--- src/hfte_pkg.sv ---
// Constants, register map and types for the hardware frame trigger block.
// Assumes a single 25 MHz clock and APB register access.
package hfte_pkg;

  localparam int unsigned CLK_HZ = 25_000_000;
  localparam int unsigned US_PER_S = 1_000_000;
  localparam int unsigned US_CYCLES = CLK_HZ / US_PER_S;

  localparam logic [11:0] ADDR_CTRL = 12'h000;
  localparam logic [11:0] ADDR_EXPOSURE = 12'h004;
  localparam logic [11:0] ADDR_DELAY = 12'h008;
  localparam logic [11:0] ADDR_SWTRIG = 12'h00C;
  localparam logic [11:0] ADDR_STATUS = 12'h010;
  localparam logic [11:0] ADDR_MASK = 12'h014;
  localparam logic [11:0] ADDR_STATE = 12'h018;

  localparam logic [1:0] SRC_LINE1 = 2'h0;
  localparam logic [1:0] SRC_LINE2 = 2'h1;
  localparam logic [1:0] SRC_SOFTWARE = 2'h2;

  localparam int unsigned EV_OVERTRIG = 0;
  localparam int unsigned EV_FRAME_START = 1;
  localparam int unsigned EV_EXPOSE_END = 2;
  localparam int unsigned EV_W = 3;

  localparam logic [19:0] EXPOSURE_RST = 20'h00BB8;
  localparam logic [19:0] DELAY_RST = 20'h00000;

  typedef struct packed {
    logic width_mode;
    logic [1:0] source;
    logic falling;
    logic enable;
  } hfte_ctrl_t;

  localparam hfte_ctrl_t CTRL_RST = '{width_mode: 1'b0, source: SRC_LINE1, falling: 1'b0,
                                      enable: 1'b0};

  typedef enum logic [1:0] {ST_IDLE, ST_WAIT, ST_DELAY, ST_EXPOSE} hfte_state_t;

endpackage

--- src/hfte_trigger.sv ---
// Hardware frame start trigger with exposure control and trigger delay.
// Assumes trigger lines are asynchronous pins; registers reached over APB.
`timescale 1ns/1ps
`default_nettype none

module hfte_trigger #(
  parameter int unsigned NUM_LINES = 2,
  parameter int unsigned CNT_W = 20
) (
  input wire logic clk,
  input wire logic rst_b,
  input wire logic psel,
  input wire logic penable,
  input wire logic pwrite,
  input wire logic [11:0] paddr,
  input wire logic [31:0] pwdata,
  output logic [31:0] prdata,
  output logic pready,
  output logic pslverr,
  input wire logic [NUM_LINES-1:0] external_frame_trigger_input,
  output logic frame_start,
  output logic exposure_active,
  output logic trigger_ready,
  output logic overtrigger,
  output logic irq
);

  // Two-stage synchronisers, one per line
  logic [NUM_LINES-1:0] sync1;
  logic [NUM_LINES-1:0] sync2;
  logic [NUM_LINES-1:0] line_q;

  genvar gi;
  generate
    for (gi = 0; gi < NUM_LINES; gi = gi + 1)
    begin : g_sync
      always_ff @(posedge clk)
      begin
        if (!rst_b)
        begin
          sync1[gi] <= 1'b0;
          sync2[gi] <= 1'b0;
          line_q[gi] <= 1'b0;
        end
        else
        begin
          sync1[gi] <= external_frame_trigger_input[gi];
          sync2[gi] <= sync1[gi];
          line_q[gi] <= sync2[gi];
        end
      end
    end
  endgenerate

  // Registers
  hfte_pkg::hfte_ctrl_t ctrl;
  logic [CNT_W-1:0] exposure_us;
  logic [CNT_W-1:0] delay_us;
  logic [hfte_pkg::EV_W-1:0] status;
  logic [hfte_pkg::EV_W-1:0] mask;
  logic sw_trig;

  hfte_pkg::hfte_state_t state;
  hfte_pkg::hfte_state_t next_state;
  logic [CNT_W-1:0] us_cnt;
  logic [4:0] div_cnt;
  logic us_tick;

  // APB decode; one wait state so read data comes from a flop
  wire access = psel & penable & ~pready;
  wire wr_en = psel & penable & pready & pwrite;
  wire hit_ctrl = paddr == hfte_pkg::ADDR_CTRL;
  wire hit_exp = paddr == hfte_pkg::ADDR_EXPOSURE;
  wire hit_dly = paddr == hfte_pkg::ADDR_DELAY;
  wire hit_sw = paddr == hfte_pkg::ADDR_SWTRIG;
  wire hit_sts = paddr == hfte_pkg::ADDR_STATUS;
  wire hit_mask = paddr == hfte_pkg::ADDR_MASK;
  wire hit_state = paddr == hfte_pkg::ADDR_STATE;
  wire hit_any = hit_ctrl | hit_exp | hit_dly | hit_sw | hit_sts | hit_mask | hit_state;

  wire [31:0] rd_ctrl = {27'h0000000, ctrl};
  wire [31:0] rd_exp = {{(32-CNT_W){1'b0}}, exposure_us};
  wire [31:0] rd_dly = {{(32-CNT_W){1'b0}}, delay_us};
  wire [31:0] rd_sts = {{(32-hfte_pkg::EV_W){1'b0}}, status};
  wire [31:0] rd_mask = {{(32-hfte_pkg::EV_W){1'b0}}, mask};
  wire st_idle = state == hfte_pkg::ST_IDLE;
  wire st_wait = state == hfte_pkg::ST_WAIT;
  wire st_delay = state == hfte_pkg::ST_DELAY;
  wire st_expose = state == hfte_pkg::ST_EXPOSE;
  wire [31:0] rd_state = {26'h0000000, sync2[0], trigger_ready, st_expose, st_delay, st_wait,
                          st_idle};
  wire [31:0] rd_mux = hit_ctrl ? rd_ctrl :
                       hit_exp ? rd_exp :
                       hit_dly ? rd_dly :
                       hit_sts ? rd_sts :
                       hit_mask ? rd_mask :
                       hit_state ? rd_state : 32'h00000000;

  always_ff @(posedge clk)
  begin
    if (!rst_b)
      pready <= 1'b0;
    else
      pready <= access;
  end

  always_ff @(posedge clk)
  begin
    if (!rst_b)
      prdata <= 32'h00000000;
    else
      prdata <= (access && !pwrite) ? rd_mux : 32'h00000000;
  end

  always_ff @(posedge clk)
  begin
    if (!rst_b)
      pslverr <= 1'b0;
    else
      pslverr <= access & ~hit_any;
  end

  wire wr_ctrl = wr_en & hit_ctrl;
  wire wr_exp = wr_en & hit_exp;
  wire wr_dly = wr_en & hit_dly;
  wire wr_mask = wr_en & hit_mask;

  always_ff @(posedge clk)
  begin
    if (!rst_b)
      ctrl <= hfte_pkg::CTRL_RST;
    else if (wr_ctrl)
      ctrl <= pwdata[4:0];
  end

  always_ff @(posedge clk)
  begin
    if (!rst_b)
      exposure_us <= CNT_W'(hfte_pkg::EXPOSURE_RST);
    else if (wr_exp)
      exposure_us <= pwdata[CNT_W-1:0];
  end

  always_ff @(posedge clk)
  begin
    if (!rst_b)
      delay_us <= CNT_W'(hfte_pkg::DELAY_RST);
    else if (wr_dly)
      delay_us <= pwdata[CNT_W-1:0];
  end

  always_ff @(posedge clk)
  begin
    if (!rst_b)
      mask <= '0;
    else if (wr_mask)
      mask <= pwdata[hfte_pkg::EV_W-1:0];
  end

  // Software trigger is a one-cycle strobe from a write of one
  always_ff @(posedge clk)
  begin
    if (!rst_b)
      sw_trig <= 1'b0;
    else
      sw_trig <= wr_en & hit_sw & pwdata[0];
  end

  // Trigger source and edge selection
  wire src_sw = ctrl.source == hfte_pkg::SRC_SOFTWARE;
  wire src_l2 = ctrl.source == hfte_pkg::SRC_LINE2;
  wire src_line = ctrl.source == hfte_pkg::SRC_LINE1 || src_l2;
  wire lvl_now = src_l2 ? sync2[1] : sync2[0];
  wire lvl_old = src_l2 ? line_q[1] : line_q[0];
  // Active level is high for rising, low for falling
  wire lvl_active = lvl_now ^ ctrl.falling;
  wire hw_edge = src_line & (lvl_active & ~(lvl_old ^ ctrl.falling));
  wire trig_evt = ctrl.enable & (src_sw ? sw_trig : hw_edge);
  // Software triggering always runs timed
  wire width_eff = ctrl.width_mode & src_line;
  wire use_delay = src_line & (delay_us != '0);

  // Microsecond tick, restarted at each state change for exact timing
  wire restart = next_state != state;
  assign us_tick = div_cnt == 5'(hfte_pkg::US_CYCLES - 1);

  always_ff @(posedge clk)
  begin
    if (!rst_b || restart || us_tick)
      div_cnt <= 5'h00;
    else
      div_cnt <= div_cnt + 5'h01;
  end

  always_ff @(posedge clk)
  begin
    if (!rst_b || restart)
      us_cnt <= '0;
    else if (us_tick)
      us_cnt <= us_cnt + CNT_W'(1);
  end

  wire dly_done = us_cnt >= delay_us;
  // Programmed duration, at least one microsecond
  wire exp_elapsed = (us_cnt >= exposure_us) && (us_cnt != '0);
  wire exp_done = width_eff ? ~lvl_active : exp_elapsed;

  always_comb
  begin
    next_state = state;
    case (state)
      hfte_pkg::ST_IDLE:
        if (ctrl.enable)
          next_state = hfte_pkg::ST_WAIT;
      hfte_pkg::ST_WAIT:
        if (!ctrl.enable)
          next_state = hfte_pkg::ST_IDLE;
        else if (trig_evt)
          next_state = use_delay ? hfte_pkg::ST_DELAY : hfte_pkg::ST_EXPOSE;
      hfte_pkg::ST_DELAY:
        if (!ctrl.enable)
          next_state = hfte_pkg::ST_IDLE;
        else if (dly_done)
          next_state = hfte_pkg::ST_EXPOSE;
      hfte_pkg::ST_EXPOSE:
        if (!ctrl.enable)
          next_state = hfte_pkg::ST_IDLE;
        else if (exp_done)
          next_state = hfte_pkg::ST_WAIT;
      default:
        next_state = hfte_pkg::ST_IDLE;
    endcase
  end

  always_ff @(posedge clk)
  begin
    if (!rst_b)
      state <= hfte_pkg::ST_IDLE;
    else
      state <= next_state;
  end

  // Edges outside the waiting state are dropped; only timed exposure reports it
  wire in_expose = state == hfte_pkg::ST_EXPOSE;
  wire ev_over = trig_evt & in_expose & ~width_eff & ~exp_done;
  wire ev_start = next_state == hfte_pkg::ST_EXPOSE && !in_expose;
  wire ev_end = in_expose && next_state != hfte_pkg::ST_EXPOSE;
  wire [hfte_pkg::EV_W-1:0] events = {ev_end, ev_start, ev_over};
  wire [hfte_pkg::EV_W-1:0] clr = (wr_en & hit_sts) ? pwdata[hfte_pkg::EV_W-1:0] : '0;
  // Set wins over a simultaneous clear
  wire [hfte_pkg::EV_W-1:0] next_status = (status & ~clr) | events;

  // Width mode: ready follows the programmed duration, not the line
  wire next_ready = (next_state == hfte_pkg::ST_WAIT) ||
                    (in_expose && width_eff && exp_elapsed);

  always_ff @(posedge clk)
  begin
    if (!rst_b)
      status <= '0;
    else
      status <= next_status;
  end

  always_ff @(posedge clk)
  begin
    if (!rst_b)
      irq <= 1'b0;
    else
      irq <= |(next_status & mask);
  end

  always_ff @(posedge clk)
  begin
    if (!rst_b)
      frame_start <= 1'b0;
    else
      frame_start <= ev_start;
  end

  always_ff @(posedge clk)
  begin
    if (!rst_b)
      exposure_active <= 1'b0;
    else
      exposure_active <= next_state == hfte_pkg::ST_EXPOSE;
  end

  always_ff @(posedge clk)
  begin
    if (!rst_b)
      trigger_ready <= 1'b0;
    else
      trigger_ready <= next_ready;
  end

  always_ff @(posedge clk)
  begin
    if (!rst_b)
      overtrigger <= 1'b0;
    else
      overtrigger <= ev_over;
  end

endmodule

`default_nettype wire

--- config.mk ---
export PLATFORM = sky130hd
export DESIGN_NAME = hfte_trigger
export DESIGN_NICKNAME = d
export VERILOG_FILES = /design/src/hfte_pkg.sv /design/src/hfte_trigger.sv
export SDC_FILE = /design/constraint.sdc
export NUM_CORES = 1
export LEC_CHECK = 0
export ABC_AREA = 1
export BUFFER_PORTS_ARGS = -buffer_cell sky130_fd_sc_hd__buf_2
export CORE_ASPECT_RATIO = 1.4
export CORE_MARGIN = 1.5
export CORE_UTILIZATION = 25
export CTS_CLUSTER_DIAMETER = 100
export DETAILED_ROUTE_END_ITERATION = 10
export GPL_ROUTABILITY_DRIVEN = 0
export PLACE_DENSITY = 0.46
export RECOVER_POWER = 25
export REMOVE_ABC_BUFFERS = 1
export SETUP_SLACK_MARGIN = 0.15
export SKIP_LAST_GASP = 1
export SLEW_MARGIN = 30
export SYNTH_ARGS = -nofsm -noshare
export SYNTH_HDL_FRONTEND = slang
export SYNTH_SLANG_ARGS = --single-unit
--- constraint.sdc ---
create_clock -name clk -period 2.6 [get_ports clk]
set_input_delay 0.13 -clock clk [delete_from_list [all_inputs] [get_ports clk]]
set_output_delay 0.13 -clock clk [all_outputs]
set_load 0.02 [all_outputs]
==> run metrics <==
status=finished with violations; failing checks=max-capacitance violations, max-slew violations; input/output buffers=65; met3 Usage GRT=2.63%; Post-CTS Setup Bufs=0; DP Area=0.00668 mm2; Synth top area share=37.4%; critical path class=reg2reg; area of the multi-input gates=0.00321 mm2; hold path endpoint=pready; die width=134 um; Power Density=492 mW/mm2; CTS root buf=clkbuf_16; clock tree buffer depth=2; Cell Area, Synth=0.00600 mm2; max_slew headroom=-30.1%; hold path cells=3; # DRC=0; Main synth FF type=dfxtp_1; grt ovf=0; top post-synthesis cells by area=dfxtp_1 37%, nand2_1 9.5%, ha_1 9.2%, inv_1 7.3%, a21oi_1 5.4%; Worst R2R Start=us_cnt[10]; Final period util=88.1%; Mapped Cells=794; setup TNS=0 ns; Die Y-Extent=186 um; Die ar.=0.0249 mm2; CTS tree=built; Detail Placement HPWL=12.7 mm; CTS Buf Count=9; vias in the first global route=5018; total power=3.52 mW; DR iter-0 viols=244; # clock sinks=112; first-pass GRT wire length=26.1 mm; critical path fanouts, max=10; hold crit path type=in2reg; P_leak=2.98 nW; Synth cell types=47; wire length per cell=14.0 um; largest net degree at the start of global routing=44; Avg Inst Size Synth=7.56 um2; Worst Path Arrival=2.59 ns; nets=967; commonest non-fill, non-tap cells in the layout=147 x nand2_1, 117 x inv_1, 107 x dfxtp_1; minimum clock period after layout=2.29 ns; core area=0.0234 mm2; # IOs=90; n_diodes=0; Peak supply drop=0.271 mV; Max Cap Viol=1; most common cell after layout, fill and taps aside=nand2_1; vias per inst=4.36; post-route cell area=0.00716 mm2; Setup violations, final=0; grt met2 use=27.9%; CTS H-tree lvls=3; Area Growth Syn to Fin=19.3%; Final Hold Fails=0; Worst R2R End=us_cnt[6]; internal reg-to-reg setup slack=0.31 ns; met1 Usage GRT=14.1%; GRT Total Usage=13.8%; critical path capture point type=flop; Final Skew=0.0115 ns; DRT Pass-1 Iters=4; number of flops mapped to enable cells by yosys=0; Vias=5156; Fillers=2569; Hold Startpoint=psel; Routed WL=16.6 mm; worst path required time=2.90 ns; Worst R2R Path Depth=15; Final WS setup=0.310 ns; largest area contributor in the netlist=dfxtp_1; share of layout cells above drive strength 1=16.0%; Setup WS pre-CTS=0.196 ns; CP Launch Type=flop; Worst-Margin Slew=1.95 ns; post-synthesis async set-or-reset flop share=0%; Pins Over Slew Limit=44; FF/Latch Area=0.00225 mm2; GR peak layer=met2; initial core utilization=25.7%; Row Count=66; clock slew at reported path FFs=0.08 ns; RSZ-0062 raised after global routing=false; Yosys warning total=0; fmax=437 MHz; initial antenna violation count=0; Worst-Skew Late Latency=0.37 ns; #FFs+latches synth=112; Antenna Nets Post-Route=0; sequential element share of the synthesized area=37.4%
[power by group]
part / switching [mW] / total (mW) / internal, mW
clock: 0.692 / 1.64 / 0.944
combinational: 0.101 / 0.158 / 0.0566
sequential: 0.00576 / 1.73 / 1.72
total: 0.799 / 3.52 / 2.72
[timing repair]
action / 4_1_cts / 5_1_grt
hold buffers: 8 / 0
hold endpoints to repair: 8 / 0
gates resized for setup: 0 / 24
setup endpoints to repair: 0 / 28
[sequential cells by signal (all words and copies together) (netlist names)]
signal	cells
ctrl	5
delay_us	20
div_cnt	5
exposure_active	1
exposure_us	20
frame_start	1
irq	1
line_q	2
mask	3
overtrigger	1
prdata	20
pready	1
pslverr	1
rd_state	1
state	2
status	3
sw_trig	1
sync1	2
sync2	1
trigger_ready	1
us_cnt	20
[final cells by class]
class	instances	area share (%)
timing repair buffer	87	6.94
inverter	126	6.68
sequential	112	31.4
clock inverter	7	1.68
clock buffer	9	3.15
multi-input combinational	536	44.8
tap	306	5.35
[through the flow]
stage	hold WS (ns)	util [%]	instances
after global placement	0.326	28.6	1159
final	0.00839	30.6	1183
after CTS	0.00382	30.4	1183
after floorplan	0.223	-	774
after detailed placement	0.325	28.6	1159
after global routing	0.0221	30.6	1183
[cell families after synthesis]
group                    Yosys count  share of synthesized area (%)
other                              1                         0.0625
flip-flops                       112                           37.4
buffers and inverters            157                           11.3
AO/OA/AOI/OAI                    147                           14.4
XOR/XNOR                          16                           2.34
adder cells (fa/ha/maj)           44                           9.18
AND/OR/NAND/NOR                  317                           25.3
[how the worst max path moves through the flow]
stage | startpoint | slack (ns) | depth (start not counted) | endpoint
finish | us_cnt[10] | 0.31 | 15 | us_cnt[6]
global route | exposure_us[6] | 0.14 | 18 | us_cnt[18]
CTS | us_cnt[9] | 0.17 | 15 | us_cnt[6]
detailed placement | exposure_us[19] | 0.20 | 16 | us_cnt[6]
global placement | us_cnt[9] | 0.26 | 15 | us_cnt[6]
floorplan | paddr[1] | 0.54 | 8 | delay_us[0]
[synth_stat cells, types with 2 or more instances]
master	instances
xnor2_1	4
a211oi_2	3
a21oi_1	65
inv_4	2
nand3_1	24
nor3_1	7
o21bai_1	3
clkbuf_1	14
buf_4	12
buf_6	3
nand2_4	3
o22ai_1	3
nor3_2	6
nor4_1	7
inv_2	6
nor2_1	70
nand4_1	15
o221ai_1	4
dfxtp_1	112
ha_1	44
nor2_4	11
o21ai_0	42
o211ai_1	8
inv_1	117
nand2_2	6
nand2_1	152
xor2_1	12
a211oi_1	13
nor2_2	8
[critical path: stages (launching register included)]
cell,delay [ns]
dfxtp_1,0.44
ha_1,0.27
nand2_1,0.10
a21oi_1,0.06
nor2_2,0.09
nand2_1,0.08
nand2_1,0.06
nand4_1,0.18
nand3_2,0.15
nand2_2,0.07
nand2_1,0.07
nand2_2,0.07
a21boi_4,0.21
nand2_4,0.09
buf_12,0.16
nor2_1,0.10
[metal layers]
layer  vias up  routed length, um
li1       2708                  -
met1      2383               6700
met2        51               9280
met3        14                400
met4         0                236
met5         -                  0
Note: power is estimated with default switching activity, not from simulation.
